File: src/hw/pps_regs.svh
// Constants for the PROM program sequencer: characters, counts, lengths
`ifndef PPS_REGS_SVH
`define PPS_REGS_SVH

// Teletype characters
`define PPS_CH_START_PGM 8'h53
`define PPS_CH_RESUME 8'h50
`define PPS_CH_LIST 8'h4C
`define PPS_CH_FIELD_B 8'h42
`define PPS_CH_FIELD_F 8'h46
`define PPS_CH_HIGH 8'h50
`define PPS_CH_LOW 8'h4E
`define PPS_CH_ERASE 8'h2F
`define PPS_CH_RUBOUT 8'h7F
`define PPS_CH_STAR 8'h2A
`define PPS_CH_DOLLAR 8'h24
`define PPS_CH_QUERY 8'h3F
`define PPS_CH_SPACE 8'h20
`define PPS_CH_SEMI 8'h3B
`define PPS_CH_ZERO 8'h30
`define PPS_CH_NINE 8'h39

// Counts and lengths
`define PPS_BITS_PER_WORD 4'h8
`define PPS_MAX_RETRY 3'h4
`define PPS_ADDR_DIGITS 2'h3
`define PPS_ADDR_LIMIT 10'h0FF
`define PPS_LEN_CHAR 4'h0
`define PPS_LEN_ADDR 4'h2
`define PPS_LEN_LINE 4'hF
`define PPS_ERASED_WORD 8'hFF

`endif

File: src/hw/pps_pkg.sv
// Types shared by the PROM program sequencer files
`default_nettype none
package pps_pkg;
    // Sequencer states, Gray coded along command, program and verify path
    typedef enum logic [3:0] {
        ST_IDLE = 4'h0,
        ST_ADDR = 4'h1,
        ST_WORD = 4'h3,
        ST_PGM = 4'h2,
        ST_PWAIT = 4'h6,
        ST_READ1 = 4'h7,
        ST_READ2 = 4'h5,
        ST_VERIFY = 4'h4,
        ST_PRINT = 4'hC,
        ST_LCAP = 4'hD,
        ST_LNEXT = 4'hF,
        ST_TAPE = 4'hE,
        ST_FAIL = 4'hA
    } pps_state_t;

    // What the printer is emitting
    typedef enum logic [1:0] {
        PK_CHAR = 2'h0,
        PK_ADDR = 2'h1,
        PK_LINE = 2'h2
    } pps_kind_t;

    // Active command
    typedef enum logic [1:0] {
        CM_START = 2'h0,
        CM_RESUME = 2'h1,
        CM_LIST = 2'h2
    } pps_cmd_t;
endpackage
`default_nettype wire

File: src/hw/pps_field_parser.sv
// Data word field parser: start marker, eight bit letters, stop marker
`default_nettype none
`include "pps_regs.svh"
module pps_field_parser (
    input wire logic i_clk,
    input wire logic i_arst_n,
    input wire logic i_take,
    input wire logic [7:0] i_char,
    output logic o_word_valid,
    output logic [7:0] o_word,
    output logic o_fmt_err
);
    logic in_field_q, in_field_d;
    logic [3:0] cnt_q, cnt_d;
    logic [7:0] sr_q, sr_d;
    logic valid_q, valid_d;
    logic err_q, err_d;
    logic [7:0] word_q, word_d;

    // Next-state of the field recogniser
    always_comb
    begin
        in_field_d = in_field_q;
        cnt_d = cnt_q;
        sr_d = sr_q;
        valid_d = 1'b0;
        err_d = 1'b0;
        word_d = word_q;
        if (i_take)
        begin
            if (i_char == `PPS_CH_FIELD_B)
            begin
                // A fresh start marker discards a half typed field
                in_field_d = 1'b1;
                cnt_d = 4'h0;
            end
            else if (in_field_q && i_char != `PPS_CH_RUBOUT)
            begin
                if ((i_char == `PPS_CH_HIGH || i_char == `PPS_CH_LOW)
                    && cnt_q != `PPS_BITS_PER_WORD)
                begin
                    sr_d = {sr_q[6:0], i_char == `PPS_CH_HIGH};
                    cnt_d = cnt_q + 4'h1;
                end
                else if (i_char == `PPS_CH_ERASE && cnt_q != 4'h0)
                begin
                    sr_d = {1'b0, sr_q[7:1]};
                    cnt_d = cnt_q - 4'h1;
                end
                else if (i_char == `PPS_CH_FIELD_F && cnt_q == `PPS_BITS_PER_WORD)
                begin
                    in_field_d = 1'b0;
                    valid_d = 1'b1;
                    word_d = sr_q;
                end
                else
                begin
                    // Anything else inside a field is malformed
                    in_field_d = 1'b0;
                    err_d = 1'b1;
                end
            end
        end
    end

    // Parser registers
    always_ff @(posedge i_clk or negedge i_arst_n)
    begin
        if (!i_arst_n)
        begin
            in_field_q <= 1'b0;
            cnt_q <= 4'h0;
            sr_q <= 8'h00;
            valid_q <= 1'b0;
            err_q <= 1'b0;
            word_q <= 8'h00;
        end
        else
        begin
            in_field_q <= in_field_d;
            cnt_q <= cnt_d;
            sr_q <= sr_d;
            valid_q <= valid_d;
            err_q <= err_d;
            word_q <= word_d;
        end
    end

    assign o_word_valid = valid_q;
    assign o_word = word_q;
    assign o_fmt_err = err_q;
endmodule // pps_field_parser
`default_nettype wire

File: src/hw/pps_sequencer.sv
// PROM program sequencer: commands, programming, verify, retry and listing
// Notes on behaviour
// - Start command programs only locations between initial and final address.
// - Complete tape: words before the initial address are discarded.
// - Short tape: words go to consecutive locations from initial address.
// - First malformed word halts programming and prints its address.
// - Tape mode keeps reading after format error, printing each bad address.
// - Each programmed location is read back, compared, reprogrammed on mismatch.
// - At most four reprogrammings per location, a dollar printed for each.
// - Mismatch after fourth reprogramming stops everything and prints question mark.
// - First programmed word marked with asterisk; F printed when range done.
// - List command prints each word of range with its address, then F.
// - Erased bits list as the high letter.
// - Input inversion option complements data written to the PROM.
// - Output inversion option complements data read from the PROM.
// - Read-back disabled releases controller lines, which then read all ones.
// - A field is start marker, eight bit letters, stop marker; else error.
// - High letter gives high level, first letter is the top bit.
`default_nettype none
`include "pps_regs.svh"
module pps_sequencer (
    input wire logic I_REF_CLK,
    input wire logic I_ARST_N,
    input wire logic I_RX_VALID,
    input wire logic [7:0] I_RX_CHAR,
    output logic O_RX_READY,
    output logic O_TX_VALID,
    output logic [7:0] O_TX_CHAR,
    input wire logic I_TX_READY,
    input wire logic I_TAPE_MODE,
    input wire logic I_DIN_INV,
    input wire logic I_DOUT_INV,
    input wire logic I_DOUT_EN,
    output logic [7:0] O_PROM_ADDR,
    output logic [7:0] O_PROM_DATA,
    output logic O_PROM_PGM,
    input wire logic I_PROM_PGM_DONE,
    input wire logic [7:0] I_PROM_RDATA,
    output logic [7:0] O_CTL_RDATA,
    output logic O_BUSY,
    output logic O_FAIL
);
    pps_pkg::pps_state_t st_q, st_d, ret_q, ret_d;
    pps_pkg::pps_kind_t kind_q, kind_d;
    pps_pkg::pps_cmd_t cmd_q, cmd_d;
    logic [3:0] idx_q, idx_d;
    logic [7:0] mark_q, mark_d;
    logic [1:0] dig_q, dig_d;
    logic fin_q, fin_d;
    logic [9:0] acc_q, acc_d;
    logic [7:0] init_q, init_d, final_q, final_d, addr_q, addr_d;
    logic [7:0] word_q, word_d, pdata_q, pdata_d, ctl_q, ctl_d;
    logic pgm_q, pgm_d, first_q, first_d;
    logic [2:0] retry_q, retry_d;
    logic tx_valid_q, tx_valid_d;
    logic [7:0] tx_char_q, tx_char_d;
    logic take, p_valid, p_err;
    logic [7:0] p_word;
    logic tx_free;
    logic [3:0] last_idx;
    logic [9:0] acc_next;

    // Field parser sees characters only while a data word is awaited
    pps_field_parser u_parser (
        .i_clk(I_REF_CLK),
        .i_arst_n(I_ARST_N),
        .i_take(take),
        .i_char(I_RX_CHAR),
        .o_word_valid(p_valid),
        .o_word(p_word),
        .o_fmt_err(p_err)
    );

    // --------------------------------------------------------------
    // Printer character selection
    // --------------------------------------------------------------
    function automatic logic [7:0] dec_digit(input logic [7:0] v, input logic [1:0] pos);
        logic [7:0] d;
        d = 8'h00;
        case (pos)
            2'h0: d = v / 8'd100;
            2'h1: d = (v / 8'd10) % 8'd10;
            default: d = v % 8'd10;
        endcase
        return `PPS_CH_ZERO + d;
    endfunction

    function automatic logic [7:0] char_at(input pps_pkg::pps_kind_t k, input logic [3:0] i,
        input logic [7:0] m, input logic [7:0] a, input logic [7:0] w);
        logic [7:0] c;
        c = m;
        if (k != pps_pkg::PK_CHAR)
        begin
            if (i < 4'h3)
                c = dec_digit(a, i[1:0]);
            else if (i == 4'h3 || i == 4'hF)
                c = `PPS_CH_SPACE;
            else if (i == 4'h4)
                c = `PPS_CH_FIELD_B;
            else if (i == 4'hE)
                c = `PPS_CH_SEMI;
            else if (i == 4'hD)
                c = `PPS_CH_FIELD_F;
            else
                // Bit letters, top bit first; an erased one reads as high
                c = w[3'(4'hC - i)] ? `PPS_CH_HIGH : `PPS_CH_LOW;
        end
        return c;
    endfunction

    assign tx_free = !tx_valid_q || I_TX_READY;
    assign last_idx = (kind_q == pps_pkg::PK_CHAR) ? `PPS_LEN_CHAR :
        (kind_q == pps_pkg::PK_ADDR) ? `PPS_LEN_ADDR : `PPS_LEN_LINE;
    assign O_RX_READY = (st_q == pps_pkg::ST_IDLE) || (st_q == pps_pkg::ST_ADDR)
        || (st_q == pps_pkg::ST_WORD) || (st_q == pps_pkg::ST_TAPE);
    assign take = I_RX_VALID && O_RX_READY
        && (st_q == pps_pkg::ST_WORD || st_q == pps_pkg::ST_TAPE);
    assign acc_next = 10'((acc_q * 10'd10) + {2'b00, I_RX_CHAR - `PPS_CH_ZERO});

    // --------------------------------------------------------------
    // Next-state logic of the whole sequencer
    // --------------------------------------------------------------
    always_comb
    begin
        st_d = st_q;
        ret_d = ret_q;
        kind_d = kind_q;
        cmd_d = cmd_q;
        idx_d = idx_q;
        mark_d = mark_q;
        dig_d = dig_q;
        fin_d = fin_q;
        acc_d = acc_q;
        init_d = init_q;
        final_d = final_q;
        addr_d = addr_q;
        word_d = word_q;
        pdata_d = pdata_q;
        pgm_d = 1'b0;
        first_d = first_q;
        retry_d = retry_q;
        tx_valid_d = tx_valid_q && !I_TX_READY;
        tx_char_d = tx_char_q;
        // Read-back path, released lines float high
        ctl_d = !I_DOUT_EN ? `PPS_ERASED_WORD :
            (I_DOUT_INV ? ~I_PROM_RDATA : I_PROM_RDATA);
        case (st_q)
            pps_pkg::ST_IDLE:
            begin
                if (I_RX_VALID)
                begin
                    st_d = pps_pkg::ST_ADDR;
                    dig_d = 2'h0;
                    fin_d = 1'b0;
                    acc_d = 10'h000;
                    if (I_RX_CHAR == `PPS_CH_START_PGM)
                        cmd_d = pps_pkg::CM_START;
                    else if (I_RX_CHAR == `PPS_CH_RESUME)
                        cmd_d = pps_pkg::CM_RESUME;
                    else if (I_RX_CHAR == `PPS_CH_LIST)
                        cmd_d = pps_pkg::CM_LIST;
                    else
                        st_d = pps_pkg::ST_IDLE;
                end
            end
            pps_pkg::ST_ADDR:
            begin
                // Only digits count; separators and line ends are skipped
                if (I_RX_VALID && I_RX_CHAR >= `PPS_CH_ZERO && I_RX_CHAR <= `PPS_CH_NINE)
                begin
                    acc_d = acc_next;
                    dig_d = dig_q + 2'h1;
                    if (dig_q == `PPS_ADDR_DIGITS - 2'h1)
                    begin
                        dig_d = 2'h0;
                        acc_d = 10'h000;
                        fin_d = 1'b1;
                        if (!fin_q)
                            init_d = acc_next[7:0];
                        else
                            final_d = acc_next[7:0];
                        if (acc_next > `PPS_ADDR_LIMIT
                            || (fin_q && acc_next[7:0] < init_q))
                        begin
                            // Bad range: refuse the command
                            mark_d = `PPS_CH_QUERY;
                            kind_d = pps_pkg::PK_CHAR;
                            idx_d = 4'h0;
                            ret_d = pps_pkg::ST_IDLE;
                            st_d = pps_pkg::ST_PRINT;
                        end
                        else if (fin_q)
                        begin
                            first_d = 1'b1;
                            // Complete tape counts from zero, short tape from start
                            addr_d = (cmd_q == pps_pkg::CM_START) ? 8'h00 : init_q;
                            st_d = (cmd_q == pps_pkg::CM_LIST) ? pps_pkg::ST_READ1
                                : pps_pkg::ST_WORD;
                            if (cmd_q == pps_pkg::CM_LIST)
                                addr_d = init_q;
                        end
                    end
                end
            end
            pps_pkg::ST_WORD:
            begin
                if (p_err)
                begin
                    // Halt programming, report where the bad field landed
                    kind_d = pps_pkg::PK_ADDR;
                    idx_d = 4'h0;
                    ret_d = (I_TAPE_MODE && addr_q != final_q) ? pps_pkg::ST_TAPE
                        : pps_pkg::ST_IDLE;
                    st_d = pps_pkg::ST_PRINT;
                end
                else if (p_valid)
                begin
                    if (addr_q < init_q)
                        addr_d = addr_q + 8'h01;
                    else
                    begin
                        word_d = p_word;
                        pdata_d = I_DIN_INV ? ~p_word : p_word;
                        retry_d = 3'h0;
                        st_d = pps_pkg::ST_PGM;
                        if (first_q)
                        begin
                            first_d = 1'b0;
                            mark_d = `PPS_CH_STAR;
                            kind_d = pps_pkg::PK_CHAR;
                            idx_d = 4'h0;
                            ret_d = pps_pkg::ST_PGM;
                            st_d = pps_pkg::ST_PRINT;
                        end
                    end
                end
            end
            pps_pkg::ST_PGM:
            begin
                pgm_d = 1'b1;
                st_d = pps_pkg::ST_PWAIT;
            end
            pps_pkg::ST_PWAIT:
            begin
                if (I_PROM_PGM_DONE)
                    st_d = pps_pkg::ST_READ1;
            end
            pps_pkg::ST_READ1:
                st_d = pps_pkg::ST_READ2;
            pps_pkg::ST_READ2:
                // Two cycles let the read-back register follow the address
                st_d = (cmd_q == pps_pkg::CM_LIST) ? pps_pkg::ST_LCAP : pps_pkg::ST_VERIFY;
            pps_pkg::ST_VERIFY:
            begin
                kind_d = pps_pkg::PK_CHAR;
                idx_d = 4'h0;
                st_d = pps_pkg::ST_PRINT;
                if (ctl_q != word_q)
                begin
                    if (retry_q == `PPS_MAX_RETRY)
                    begin
                        mark_d = `PPS_CH_QUERY;
                        ret_d = pps_pkg::ST_FAIL;
                    end
                    else
                    begin
                        retry_d = retry_q + 3'h1;
                        mark_d = `PPS_CH_DOLLAR;
                        ret_d = pps_pkg::ST_PGM;
                    end
                end
                else if (addr_q == final_q)
                begin
                    mark_d = `PPS_CH_FIELD_F;
                    ret_d = pps_pkg::ST_IDLE;
                end
                else
                begin
                    addr_d = addr_q + 8'h01;
                    st_d = pps_pkg::ST_WORD;
                end
            end
            pps_pkg::ST_LCAP:
            begin
                word_d = ctl_q;
                kind_d = pps_pkg::PK_LINE;
                idx_d = 4'h0;
                ret_d = pps_pkg::ST_LNEXT;
                st_d = pps_pkg::ST_PRINT;
            end
            pps_pkg::ST_LNEXT:
            begin
                if (addr_q == final_q)
                begin
                    mark_d = `PPS_CH_FIELD_F;
                    kind_d = pps_pkg::PK_CHAR;
                    idx_d = 4'h0;
                    ret_d = pps_pkg::ST_IDLE;
                    st_d = pps_pkg::ST_PRINT;
                end
                else
                begin
                    addr_d = addr_q + 8'h01;
                    st_d = pps_pkg::ST_READ1;
                end
            end
            pps_pkg::ST_TAPE:
            begin
                // Tape runs on with the PROM untouched; bad fields still reported
                if (p_err || p_valid)
                begin
                    addr_d = addr_q + 8'h01;
                    if (p_err)
                    begin
                        kind_d = pps_pkg::PK_ADDR;
                        idx_d = 4'h0;
                        ret_d = pps_pkg::ST_TAPE;
                        st_d = pps_pkg::ST_PRINT;
                    end
                    if (addr_q + 8'h01 == final_q) // Field just read was the last
                    begin
                        ret_d = pps_pkg::ST_IDLE;
                        st_d = p_err ? pps_pkg::ST_PRINT : pps_pkg::ST_IDLE;
                    end
                end
            end
            pps_pkg::ST_PRINT:
            begin
                if (tx_free)
                begin
                    tx_valid_d = 1'b1;
                    tx_char_d = char_at(kind_q, idx_q, mark_q, addr_q, word_q);
                    idx_d = idx_q + 4'h1;
                    if (idx_q == last_idx)
                        st_d = ret_q;
                end
            end
            pps_pkg::ST_FAIL:
                st_d = pps_pkg::ST_FAIL; // Only a reset leaves here
            default:
                st_d = pps_pkg::ST_IDLE;
        endcase
    end

    // --------------------------------------------------------------
    // Registers
    // --------------------------------------------------------------
    always_ff @(posedge I_REF_CLK or negedge I_ARST_N)
    begin
        if (!I_ARST_N)
        begin
            st_q <= pps_pkg::ST_IDLE;
            ret_q <= pps_pkg::ST_IDLE;
            kind_q <= pps_pkg::PK_CHAR;
            cmd_q <= pps_pkg::CM_START;
            idx_q <= 4'h0;
            mark_q <= 8'h00;
            dig_q <= 2'h0;
            fin_q <= 1'b0;
            acc_q <= 10'h000;
            init_q <= 8'h00;
            final_q <= 8'h00;
            addr_q <= 8'h00;
            word_q <= 8'h00;
            pdata_q <= 8'h00;
            ctl_q <= 8'h00;
            pgm_q <= 1'b0;
            first_q <= 1'b0;
            retry_q <= 3'h0;
            tx_valid_q <= 1'b0;
            tx_char_q <= 8'h00;
        end
        else
        begin
            st_q <= st_d;
            ret_q <= ret_d;
            kind_q <= kind_d;
            cmd_q <= cmd_d;
            idx_q <= idx_d;
            mark_q <= mark_d;
            dig_q <= dig_d;
            fin_q <= fin_d;
            acc_q <= acc_d;
            init_q <= init_d;
            final_q <= final_d;
            addr_q <= addr_d;
            word_q <= word_d;
            pdata_q <= pdata_d;
            ctl_q <= ctl_d;
            pgm_q <= pgm_d;
            first_q <= first_d;
            retry_q <= retry_d;
            tx_valid_q <= tx_valid_d;
            tx_char_q <= tx_char_d;
        end
    end

    // Outputs, all from flip-flops except ready, busy and fail, decoded from the state
    assign O_TX_VALID = tx_valid_q;
    assign O_TX_CHAR = tx_char_q;
    assign O_PROM_ADDR = addr_q;
    assign O_PROM_DATA = pdata_q;
    assign O_PROM_PGM = pgm_q;
    assign O_CTL_RDATA = ctl_q;
    assign O_BUSY = st_q != pps_pkg::ST_IDLE;
    assign O_FAIL = st_q == pps_pkg::ST_FAIL;
endmodule // pps_sequencer
`default_nettype wire

File: config.mk
export PLATFORM = sky130hd
export DESIGN_NAME = pps_sequencer
export DESIGN_NICKNAME = d
export VERILOG_FILES = /design/src/hw/pps_pkg.sv /design/src/hw/pps_field_parser.sv /design/src/hw/pps_sequencer.sv
export VERILOG_INCLUDE_DIRS = /design/src /design/src/hw
export SDC_FILE = /design/constraint.sdc
export NUM_CORES = 1
export LEC_CHECK = 0
export BUFFER_PORTS_ARGS = -buffer_cell sky130_fd_sc_hd__buf_2
export CAP_MARGIN = 20
export CELL_PAD_IN_SITES_DETAIL_PLACEMENT = 1
export CELL_PAD_IN_SITES_GLOBAL_PLACEMENT = 2
export CORE_MARGIN = 1.5
export CORE_UTILIZATION = 41
export DETAILED_ROUTE_END_ITERATION = 7
export HOLD_SLACK_MARGIN = 0.06
export PLACE_DENSITY_LB_ADDON = 0.1
export SLEW_MARGIN = 15
export SYNTH_ARGS = -nofsm -noshare
export SYNTH_HDL_FRONTEND = slang
export SYNTH_SLANG_ARGS = --single-unit
export TNS_END_PERCENT = 5
File: constraint.sdc
create_clock -name I_REF_CLK -period 9.1 [get_ports I_REF_CLK]
set_input_delay 0.455 -clock I_REF_CLK [delete_from_list [all_inputs] [get_ports I_REF_CLK]]
set_output_delay 0.455 -clock I_REF_CLK [all_outputs]
set_load 0.005 [all_outputs]
# Word level (Yosys, flattened, before mapping)
# Index checks and enable logic that the tools add are counted.
# word_totals
ff_bits	122
input_bits	25
# op_classes
div_mod_pow	4
mux	161
eq_ne	64
bitwise_logic	8
n_lt_le_gt_ge	7
n_addsub	10
reduce_logical	62
n_mul	1
# ops
cell	n
$mux 8	35
$mux 4	48
$pmux 4 s13	1
$eq 8x7->1 const B	6
$pmux 4 s6	2
$pmux 8 s5	1
$eq 4x4->1 const B	9
$mux 1	33
$mux 2	16
$pmux 8 s2	2
$pmux 8 s4	1
$mux 10	3
$reduce_and 4->1	7
$ne 2x2->1 const B	13
$reduce_and 11->1	2
$mux 7	3
$eq 4x3->1 const B	5
$pmux 10 s2	1
$reduce_and 10->1	2
$mux 3	6
$ne 2x1->1 const B	9
$eq 8x8->1	2
$lt 8x8->1	2
$mod 8x4->8 const B	2
other kinds (53)	106

# Depth between registers and ports, before layout
# Gate-level depths: netlist of the first run.
# logic_depth
depth_word	10
depth_mapped	29

# Modules after synthesis
# Synthesis of the first run repeated with hierarchy kept, for this count alone.
# unflattened
cells_unflattened	1093
hier_area_um2	9332.7
# modules_own_cells
mod	cells_each	area_each_um2	seq_area_each_um2	instances
pps_sequencer	973	8049.0	2452.4	1
pps_field_parser	120	1283.7	575.6	1

# Worst setup path before layout of the first run
# Ideal clock, no wire load.
# synth_path
path_type	reg-to-reg
from	register idx_q[1]
to	register tx_char_q[5] (netlist: O_TX_CHAR[5])
required_time_ns	9.017
setup_time_ns	0.083
setup_slack_ns	4.063
path_stages_with_launch	29
synth_period_minus_slack_ns	5.037
arrival_time_ns	4.954
path_cell_list	dfrtp_1 > inv_1 > ha_1 > clkbuf_1 > clkbuf_1 > nor2_1 > ha_1 > nor2b_1 > o32ai_1 > a221o_1 > a21o_1 > mux2_2 > inv_1 > ha_1 > nor2b_1 > o2111ai_2 > and2_4 > buf_6 > xnor2_1 > ha_1 > o21ai_0 > nand2_1 > o211ai_1 > nand2_1 > ha_1 > nor2b_1 > o221ai_1 > o21ai_0 > o21ai_0
# synth_between
elab_chain_len	9
# synth_rtl
item	line	source
start, declared	pps_sequencer.sv:46	logic [3:0] idx_q, idx_d;
start signal, assigned	pps_sequencer.sv:379	idx_q <= idx_d;
$eq 2x1->1 / $logic_not 2->1 (equally long branches)	pps_sequencer.sv:80	case (pos)
$pmux 8 s2	pps_sequencer.sv:80	
$mux 8	pps_sequencer.sv:94	if (i < 4'h3)
$mux 8	pps_sequencer.sv:92	if (k != pps_pkg::PK_CHAR)
$mux 8	pps_sequencer.sv:329	if (tx_free)
$mux 8	pps_sequencer.sv:147	case (st_q)
$add 6x8->8 (no source line)	-	
$mux 8 (*)	pps_sequencer.sv:94	
$mux 8 (*)	pps_sequencer.sv:92	
end signal, assigned	pps_sequencer.sv:394	tx_char_q <= tx_char_d;
end, declared	pps_sequencer.sv:56	logic [7:0] tx_char_q, tx_char_d;
# Every way passes the cells marked *; elsewhere a longest branch is shown, timed or not. The select of a mux whose other input is x is not followed.
# A chain may end at the register's enable or synchronous reset.

# Worst setup path in the final report of the first run
# layout_path
from	register addr_q[3] (netlist: O_PROM_ADDR[3])
to	register tx_char_q[5] (netlist: O_TX_CHAR[5])
# layout_between
elab_chain_len	10
# layout_rtl
item	line	source
start, declared	pps_sequencer.sv:51	logic [7:0] init_q, init_d, final_q, final_d, addr_q, addr_d;
start signal, assigned	pps_sequencer.sv:386	addr_q <= addr_d;
$div 8x4->8	pps_sequencer.sv:82	2'h1: d = (v / 8'd10) % 8'd10;
$mod 8x4->8	pps_sequencer.sv:82	
$pmux 8 s2 (*)	pps_sequencer.sv:80	
$mux 8 (*)	pps_sequencer.sv:94	
$mux 8 (*)	pps_sequencer.sv:92	
$mux 8 (*)	pps_sequencer.sv:329	
$mux 8 (*)	pps_sequencer.sv:147	
$add 6x8->8 (no source line) (*)	-	
$mux 8 (*)	pps_sequencer.sv:94	
$mux 8 (*)	pps_sequencer.sv:92	
# Marks and branches as above.

==> out/metrics.cfg, run 1 <==
[die]
die_h_um = 152.4
die_w_um = 152.4
pin_count = 62
start_util = 0.4182
die-area_um2 = 23230
rows = 54
fp.coreArea_um2 = 21890

[worst_setup_path]
crit_fanout = 24
rr_worst_depth = 23
crit_path_end_kind = flop
reg2reg_from = O_PROM_ADDR[3]$_DFFE_PN0P_
rrSetupSlack_ps = 3260
required_ps = 9440
reg2reg_to = O_TX_CHAR[5]$_DFFE_PN0P_
worst_ep_arrival_time_ps = 6180
crit_type = flop to flop
start_kind = flop

[timing]
rsz0062_at_grt = no
fin_setup_tns_ps = 0
setup_viol = 0
post-route-period-util = 0.6419
slew_headroom = 0.2736
max_freq_mhz = 171.2
skew_ps = 13.37
tightest_slew_ps = 1085
fin_crit_ps = 5841
hold_violations = 0
maxSlewViolCount = 0

[power]
power_leakage_nw = 4.706
pwr-share-comb = 0.610
p_per_area_nw_per_um2 = 373.0
p_sw_w = 0.001852
p_clk_frac = 0.174
power_frac_seq = 0.216
vdd_ir_drop_max_uv = 235.3
switching_share = 0.4872
p_int_w = 0.001950
power_w = 0.003802

[synth]
synthTopCellsByCount = 121 x dfrtp_1, 99 x nand2_1, 90 x nor2_1
yosysWarnings = 0
synth_edf_count = 0
avgSynthCellArea_um2 = 8.603
synth_top_family_by_area = compound AO/OA/AOI/OAI gates
muxShareOfSynthArea = 0.05262
yosysMostFrequentCell = dfrtp_1
synth_nets = 1149
ys.flop_type = dfrtp_1
synthXorXnorAreaFrac = 0.06219
synth.distinct_cells = 87
ys_seq_area_frac = 0.3308
syn_inst = 1064
synth-compound-area-share = 0.2243
yosys.area.top_type = dfrtp_1
synth.top_cells.by_area = dfrtp_1 33%, ha_1 7.8%, o21ai_0 4.5%, nand2_1 4.1%, xnor2_1 3.9%
synthAdderAreaFrac = 0.08557
synth_simple_gate_area_frac = 0.1964
syn_area_um2 = 9154
synth-async-reset-ratio = 1.000
ys_ff_latch = 121
synth_top_area_share = 0.3308

[outcome]
status = finished clean

[routing]
antenna_left = 0
drc = 0
drt_iter0_drc = 312
vias = 7910
dr.pass1.iters = 4
drt_wl_total_um = 26300
viasPerCell = 5.699
wl_per_cell_um = 18.95

[cells_and_area]
finalNetCount = 1180
drive_gt1_frac = 0.1390
antennaDiodeCount = 0
syn_to_final_growth_pct = 11.35

[grt]
grt_pass1_vias = 8150
antenna_found_initial = 0
grt_first_pass_wirelength_um = 43980
grt.total_usage = 0.2344
grt_start_max_net_pins = 74
gr-total-overflow = 0

[worst_hold_path]
hp-class = primary input to async pin

[clocking]
clk_latency_ps = 420
cts_sinks = 121
clk_path_buf_depth = 2
cts.repair.resized = 0
h-tree-depth = 4
clk_pin_slew_ps = 70
cts_root_buffer = clkbuf_16
cts_tree = done
cts_setup_buffers = 0
numCtsBuffers = 17
cts_hold_buffers = 0

[placed_design]
place_congestion = 0.8437
dp_hpwl_um = 19660
port_buffers = 61

[flow_run]
cap_viol_max_count = 0

-- worst max-delay path by stage --
stage,from,to,slack (ps),cells past startpoint
CTS,O_PROM_ADDR[3]$_DFFE_PN0P_,O_TX_CHAR[5]$_DFFE_PN0P_,3310,23
floorplan,idx_q[1]$_DFFE_PN0P_,O_TX_CHAR[5]$_DFFE_PN0P_,4060,28
global placement,O_PROM_ADDR[3]$_DFFE_PN0P_,O_TX_CHAR[5]$_DFFE_PN0P_,3460,23
finish,O_PROM_ADDR[3]$_DFFE_PN0P_,O_TX_CHAR[5]$_DFFE_PN0P_,3260,23
global route,O_PROM_ADDR[3]$_DFFE_PN0P_,O_TX_CHAR[5]$_DFFE_PN0P_,2560,24
detailed placement,O_PROM_ADDR[3]$_DFFE_PN0P_,O_TX_CHAR[5]$_DFFE_PN0P_,3310,23
-- cell type report --
type,instances,area (um^2)
Fill cell,2620,11700
Multi-Input combinational cell,836,5685
Sequential cell,121,3028
Clock buffer,18,429.2
Timing Repair Buffer,71,377.9
Tap cell,280,350.3
Inverter,48,180.2
Clock inverter,14,141.4
-- sequential cells by signal, indices dropped and copies added, names as in the netlist, 4 cells and up --
signal and flops:
init_q 8, acc_q 9, u_parser.o_word 8, idx_q 4, O_TX_CHAR 8, O_PROM_DATA 8
ret_q 4, u_parser.cnt_q 4, O_CTL_RDATA 8, O_PROM_ADDR 8, u_parser.sr_q 8, final_q 8
st_q 4, mark_q 8, word_q 8
-- through the flow --
| step | instances | worst slack (ps) | instance area [um^2] | hold WS [ps] | utilization |
|---|---|---|---|---|---|
| after floorplan | 1064 | 4063 | 9154 | 159.4 | - |
| after global placement | 1354 | 3458 | 9612 | 460.5 | 0.4391 |
| after detailed placement | 1355 | 3311 | 9617 | 474.2 | 0.4393 |
| after CTS | 1387 | 3312 | 10190 | 88.90 | 0.4654 |
| after global routing | 1388 | 2557 | 10190 | 115.0 | 0.4656 |
| final | 1388 | 3259 | 10190 | 74.16 | 0.4656 |
-- power groups by stage --
| stage | sequential (W) | combinational [W] | clock, W |
|---|---|---|---|
| 3_5_place_dp | 0.000830 | 0.00232 | 0 |
| 5_1_grt | 0.000848 | 0.00260 | 0.000698 |
| 4_1_cts | 0.000822 | 0.00233 | 0.000677 |
| 3_3_place_gp | 0.000827 | 0.00229 | 0 |
| 2_1_floorplan | 0.000743 | 0.00182 | 0 |
| 6_report | 0.000822 | 0.00232 | 0.000661 |
-- critical path, stage by stage (launching register included) --
cell       delay, ps
dfrtp_1          930
inv_1            310
ha_1             350
nor2_1           410
nand4_1          210
a21oi_1          230
nor4_1           110
o211ai_1         160
a21boi_0         430
ha_1             250
nor2b_1          170
o2111ai_2        190
and2_4           220
xnor2_1          160
ha_1             200
o21ai_0          150
nand2_1           90
o211ai_1         250
nand2_1          110
ha_1             300
nor2b_1          130
o221ai_1         160
o21ai_0          100
o21ai_0          140
-- layer usage --
layer / GRT usage / share of wire / vias up
met5: 0 / 0 / -
met4: 0.04991 / 0.0094 / 0
met3: 0.03726 / 0.025 / 19
met2: 0.3825 / 0.47 / 101
met1: 0.3289 / 0.49 / 3893
li1: - / - / 3897
-- cells by family (layout without fill, tap and decap cells) --
kind of cell | after synthesis | in the layout
AND/OR/NAND/NOR | 361 | 361
AO/OA/AOI/OAI | 306 | 306
flip-flops | 121 | 121
buffers and inverters | 107 | 151
XOR/XNOR | 65 | 65
adder cells (fa/ha/maj) | 61 | 61
multiplexers | 43 | 43
-- cells in the final DEF (no fill, tap or decap), types with 5 or more instances in the layout --
| master | netlist | layout |
|---|---|---|
| mux2_2 | 21 | 21 |
| clkinvlp_4 | 0 | 6 |
| nand3_1 | 22 | 22 |
| nand4_1 | 7 | 7 |
| a21o_1 | 24 | 24 |
| xnor2_1 | 41 | 41 |
| nand2b_1 | 20 | 20 |
| a21oi_1 | 64 | 64 |
| dfrtp_1 | 121 | 121 |
| xor2_1 | 24 | 24 |
| or3_1 | 7 | 7 |
| and2_1 | 7 | 7 |
| buf_4 | 3 | 9 |
| clkbuf_16 | 0 | 17 |
| o21bai_1 | 5 | 5 |
| nor4_1 | 8 | 8 |
| inv_1 | 47 | 47 |
| o22ai_1 | 11 | 11 |
| o21ai_0 | 83 | 83 |
| a31oi_1 | 10 | 10 |
| o31ai_1 | 7 | 7 |
| o21a_1 | 6 | 6 |
| a22o_1 | 17 | 17 |
| o211ai_1 | 14 | 14 |
| and3_1 | 9 | 9 |
| or2_2 | 7 | 7 |
| buf_2 | 10 | 62 |
| mux2i_1 | 20 | 20 |
| nor3_1 | 32 | 32 |
| nor2b_1 | 21 | 21 |
| nor2_1 | 90 | 90 |
| nand3b_1 | 6 | 6 |
| ha_1 | 57 | 57 |
| a22oi_1 | 5 | 5 |
| a211oi_1 | 5 | 5 |
| nand2_1 | 99 | 99 |
Power figures use the tool's default switching activity.
==> inputs of run 2 (changes only) <==
- ABC_AREA: not set -> 1
- CORE_UTILIZATION: 41 -> 33
- clock period: 9.1 -> 4.7 ns (I/O delays scaled with it)
==> run 2 against run 1 <==
  * Clock skew rose by 2.9 ps
  * Wire length up 2.4%
  * Count of clock-buffer cells in the layout did not move
  * Via count increased by 2.6%
  * Area after synthesis is 2.7% lower
  * Fmax up 34%
  * Non-clock buffer count increased by 24
  * Setup slack worse by 2900 ps
  * Power rose by 110%
  * Final area up 2.9%
  * First-iteration DRC count down 1.9%
==> out/metrics.cfg, run 2 <==
[outcome]
status = finished clean

[worst_setup_path]
rrSetupSlack_ps = 350
slowest_delay_ps = 470
crit_path_end_kind = flop
start_kind = flop
endpoint = mark_q[1]$_DFFE_PN0P_
crit_slowest_cell = fa_1
cp_top_family = adder cells
cp.depth = 27
cp-startpoint = acc_q[1]$_DFFE_PN0P_
critPathBufInv = 9
worst_ep_arrival_time_ps = 4630
required_ps = 4990
rr_worst_depth = 27
crit_fanout = 7
reg2reg_from = acc_q[1]$_DFFE_PN0P_
crit_type = flop to flop
reg2reg_to = mark_q[1]$_DFFE_PN0P_
cp_common_cell = inv_1

[power]
p_per_area_nw_per_um2 = 778.5
vdd_ir_drop_max_uv = 399.8
power_leakage_nw = 5.163

[placed_design]
dp_hpwl_um = 20900
place_congestion = 0.8385
placed_area_um2 = 9659
port_buffers = 61

[cells_and_area]
finalNetCount = 1355
drive_gt1_frac = 0.1574
final_cell_mix = 211 x nand2_1, 174 x inv_1, 120 x dfrtp_1, 114 x o21ai_0, 100 x nor2_1
largest_reg_flops = 9
post-route-util = 0.3991
top_register = acc_q
final_common_cell = nand2_1
stdcell_area_um2 = 10490
syn_to_final_growth_pct = 17.71

[timing]
tightest_slew_ps = 965.5
setup_viol = 0
skew_ps = 16.31
slew_headroom = 0.3540
max_freq_mhz = 230.1
rsz0062_at_grt = yes
hold_violations = 0
maxSlewViolCount = 0
post-route-period-util = 0.9247
fin_crit_ps = 4346

[synth]
synth.top_cells.by_area = dfrtp_1 34%, nand2_1 9.0%, ha_1 8.0%, inv_1 7.4%, o21ai_0 6.5%
synth.distinct_cells = 62
synth_top_area_share = 0.3398
synth-async-reset-ratio = 1.000
avgSynthCellArea_um2 = 7.552
ys_seq_area_frac = 0.3398
yosysMostFrequentCell = nand2_1
ys_ff_latch = 121
synth_nets = 1265
synthTopCellsByCount = 213 x nand2_1, 176 x inv_1, 121 x dfrtp_1
ys.flop_type = dfrtp_1
yosysWarnings = 0
yosys.area.top_type = dfrtp_1
syn_inst = 1180
syn_area_um2 = 8911
synth_edf_count = 0

[routing]
antenna_left = 0
drt_iter0_drc = 306
vias = 8112
wl_per_cell_um = 16.64
drt_wl_total_um = 26940
dr.pass1.iters = 4
drc = 0
viasPerCell = 5.011

[grt]
gr-total-overflow = 0
antenna_found_initial = 1
grt.total_usage = 0.2029
grt_start_max_net_pins = 81
grt_first_pass_wirelength_um = 45130
grt_pass1_vias = 8562

[worst_hold_path]
hp-class = primary input to flop

[clocking]
cts_setup_buffers = 0
cts_tree = done
cts_sinks = 121
clk_pin_slew_ps = 70
clk_latency_ps = 430
clk_path_buf_depth = 2
cts_root_buffer = clkbuf_16
numCtsBuffers = 17
h-tree-depth = 4

[flow_run]
cap_viol_max_count = 0

[die]
start_util = 0.3391
die-area_um2 = 28000
rows = 59
pin_count = 62
fp.coreArea_um2 = 26280
die_w_um = 167.3
die_h_um = 167.3

## run 2: worst min path at each step
stage          slack [ps]  cells after the start                             to        from
2_1_floorplan         -60                      0       O_CTL_RDATA[0]$_DFF_PN0_    I_ARST_N
3_3_place_gp          360                      1  u_parser.cnt_q[1]$_DFFE_PN0P_    I_ARST_N
3_5_place_dp          370                      1  u_parser.cnt_q[1]$_DFFE_PN0P_    I_ARST_N
4_1_cts               130                      4           O_TX_VALID$_DFF_PN0_  I_TX_READY
5_1_grt               170                      4           O_TX_VALID$_DFF_PN0_  I_TX_READY
6_report              150                      4           O_TX_VALID$_DFF_PN0_  I_TX_READY
## run 2: layout make-up
type	instances	area, um^2
diodes	1	2.502
clock buffers	18	429.2
clock inverters	14	162.7
fillers	3261	15790
inverters	193	755.7
multi-input cells	842	5081
flip-flops and latches	121	3029
well taps	335	419.2
repair buffers	95	609.3
## run 2: what timing repair did
| action | in CTS | in global routing |
|---|---|---|
| hold endpoints to repair | 87 | 0 |
| setup endpoints to repair | 0 | 23 |
| hold buffers | 17 | 0 |
| gates resized for setup | 0 | 16 |
## run 2: layer usage
metal	track usage	routed length (um)
met5	0	0
met2	0.3558	13340
met1	0.2649	12800
met3	0.02387	501
met4	0.05170	294
## run 2: report_power, final
part           total (W)  internal, W  switching, W
Combinational    0.00535      0.00187       0.00348
Sequential       0.00148      0.00128      0.000203
Clock            0.00133     0.000793      0.000541
## run 2: worst reg2reg max path, stage by stage (launching register included)
cell	delay (ps)
dfrtp_1	420
ha_1	300
ha_1	160
inv_1	60
fa_1	470
inv_1	50
ha_1	260
inv_1	90
nor2_1	60
nor2_1	100
inv_1	50
a21oi_1	110
inv_1	60
or2_2	280
nand2_2	90
inv_1	50
ha_1	290
nand2_1	80
inv_1	60
nand4_1	90
o2111ai_1	100
nand3_2	140
nor2_2	140
inv_1	90
nand2_1	160
inv_1	150
o21ai_0	160
o211ai_1	150
## run 2: kinds of logic (layout without fill, tap and decap cells)
kind of cell             after synthesis  after routing  synth area share
AND/OR/NAND/NOR                      468            468            0.2471
AO/OA/AOI/OAI                        261            261            0.1750
buffers and inverters                217            320           0.09702
flip-flops                           121            121            0.3398
adder cells (fa/ha/maj)               60             60           0.08677
XOR/XNOR                              51             51           0.05181
multiplexers                           2              2          0.002527
other                                  0              1                 0
## run 2: metrics by stage
stage               worst slack [ps]  power, W  std cells  setup TNS, ps  hold slack, ps
floorplan                      516.8  0.005507       1180              0          -60.59
global placement               287.1  0.006764       1569              0           361.3
detailed placement             162.6  0.006821       1569              0           367.7
CTS                            128.3  0.008212       1618              0           132.3
global route                  -56.50  0.009038       1618         -77.40           175.0
finish                         353.8  0.008166       1619              0           149.9
==> inputs of run 3 (changes only) <==
- ABC_AREA: 1 -> not set
- CORE_UTILIZATION: 33 -> 35
- TNS_END_PERCENT: 5 -> not set
==> run 3 against run 2 <==
  * Fmax down 3.5%
  * Via count about the same
  * Critical path depth down 4
  * Register-to-register slack worse by 160 ps
  * Wire length up 4.9%
  * Die area down 3.1%
  * Utilization up 2.4 points
  * Non-clock buffer count up 39
  * Worst hold slack worse by 83 ps
==> out/metrics.cfg, run 3 (synthesized netlist as in run 1, its figures left out) <==
[routing]
drt_wl_total_um = 28240
wl_per_cell_um = 18.75
drt_iter0_drc = 426
drc = 0
dr.pass1.iters = 4
antenna_left = 0
vias = 8105
viasPerCell = 5.382

[cells_and_area]
stdcell_area_um2 = 10920
largest_reg_flops = 9
antennaDiodeCount = 0
top_register = acc_q
finalNetCount = 1243
syn_to_final_growth_pct = 19.31
final_cell_mix = 120 x dfrtp_1, 99 x nand2_1, 88 x nor2_1, 80 x o21ai_0, 63 x a21oi_1
final_common_cell = dfrtp_1
drive_gt1_frac = 0.1896
stdcell_count = 1506

[timing]
maxSlewViolCount = 0
slew_headroom = 0.4257
setup_viol = 0
hold_violations = 0
skew_ps = 14.19
post-route-period-util = 0.9578
fin_crit_ps = 4502
max_freq_mhz = 222.1
tightest_slew_ps = 849.4
fin_setup_tns_ps = 0

[die]
die_w_um = 164.7
die-area_um2 = 27130
start_util = 0.3543
pin_count = 62
rows = 59
fp.coreArea_um2 = 25840
die_h_um = 164.7

[grt]
antenna_found_initial = 0
gr-total-overflow = 0
grt.total_usage = 0.2168
grt_pass1_vias = 8267
grt_start_max_net_pins = 53
grt_first_pass_wirelength_um = 45520

[clocking]
clk_pin_slew_ps = 60
cts_root_buffer = clkbuf_16
clk_latency_ps = 430
h-tree-depth = 4
cts_tree = done
cts_sinks = 121
clk_path_buf_depth = 2
numCtsBuffers = 17

[placed_design]
dp.cells = 1454
port_buffers = 61
dp_hpwl_um = 21570
placed_area_um2 = 10050
place_congestion = 0.7894

[worst_setup_path]
start_kind = flop
required_ps = 5050
rr_worst_depth = 23
crit_type = flop to flop
rrSetupSlack_ps = 200
crit_path_end_kind = flop
crit_fanout = 7
worst_ep_arrival_time_ps = 4850

[power]
vdd_ir_drop_max_uv = 696.9
power_leakage_nw = 5.029
p_per_area_nw_per_um2 = 751.0

[outcome]
status = finished clean

[worst_hold_path]
whs_path_depth = 3
hp-class = primary input to flop

[flow_run]
cap_viol_max_count = 0

[run 3: cell types whose count changed in the layout (fill, tap and decap cells not counted), sizes merged, moves of 21 or more]
| cell | before | now |
|---|---|---|
| a21o | 3 | 24 |
| nor2b | 0 | 21 |
| nand2 | 247 | 100 |
| nand3 | 63 | 22 |
| inv | 193 | 57 |
| nand2b | 0 | 21 |
| o21ai | 123 | 87 |
| buf | 78 | 119 |
[run 3: metrics by stage]
| step | power [W] | utilization | hold WS (ps) | setup WS (ps) |
|---|---|---|---|---|
| 6_report | 0.008202 | 0.4227 | 67.07 | 198.5 |
| 5_1_grt | 0.008906 | 0.4227 | 81.39 | -29.95 |
| 4_1_cts | 0.008165 | 0.4185 | 60.86 | 24.49 |
| 3_5_place_dp | 0.006767 | 0.3891 | 347.1 | -72.97 |
| 3_3_place_gp | 0.006728 | 0.3889 | 349.2 | 72.23 |
| 2_1_floorplan | 0.005010 | - | -60.59 | 17.22 |
[run 3: power breakdown]
group | switching [W] | total (W) | leakage, nW | internal (W)
sequential | 0.000239 | 0.00150 | 1.52 | 0.00126
clock | 0.000579 | 0.00134 | 0.287 | 0.000757
combinational | 0.00304 | 0.00537 | 3.22 | 0.00233
total | 0.00385 | 0.00820 | 5.03 | 0.00435
[run 3: cell type report]
class / count / area (um^2)
multi-input combinational: 836 / 5779
fill: 3090 / 14920
clock inverter: 15 / 172.7
timing repair buffer: 134 / 915.9
tap: 335 / 419.2
inverter: 48 / 180.2
sequential: 121 / 3029
clock buffer: 17 / 425.4
[run 3: repair_timing]
item,CTS,global route
hold buffers,15,0
resized for setup,2,18
setup buffers,0,4
endpoints found under the setup margin,2,2
pin swaps,1,8
endpoints found under the hold margin,57,0
[run 3: metal layers]
metal,GRT usage,share of wire,vias to the layer above
met5,0,0,-
met4,0.05938,0.015,0
met3,0.02612,0.025,28
met2,0.3537,0.48,103
met1,0.3018,0.48,3956
li1,-,-,4018
[run 3: final timing paths]
kind	from	end
worst max register to register	idx_q[0]$_DFFE_PN0P_	O_TX_CHAR[6]$_DFFE_PN0P_
worst min register to register	O_TX_CHAR[0]$_DFFE_PN0P_	O_TX_CHAR[0]$_DFFE_PN0P_
min in group asynchronous	I_ARST_N	init_q[4]$_DFFE_PN0P_
worst max-delay path	idx_q[0]$_DFFE_PN0P_	O_TX_CHAR[6]$_DFFE_PN0P_
worst min-delay path	I_PROM_RDATA[7]	O_CTL_RDATA[7]$_DFF_PN0_
max in group asynchronous	I_ARST_N	idx_q[0]$_DFFE_PN0P_
[run 3: worst max-delay path: stages, from the launching register on]
cell and delay (ps):
dfrtp_2 430, ha_4 180, nand2b_4 150, ha_4 270, nor2b_1 120, o32ai_1 100
a221o_1 350, a21o_1 170, mux2_2 280, inv_2 80, ha_2 180, nor2b_4 150
o2111ai_4 130, and2_4 210, xnor2_2 130, ha_2 180, o21ai_1 120, nand2_1 80
o211ai_1 250, nand2_1 90, ha_2 190, xnor2_1 120, a221o_1 350, o21ai_1 120
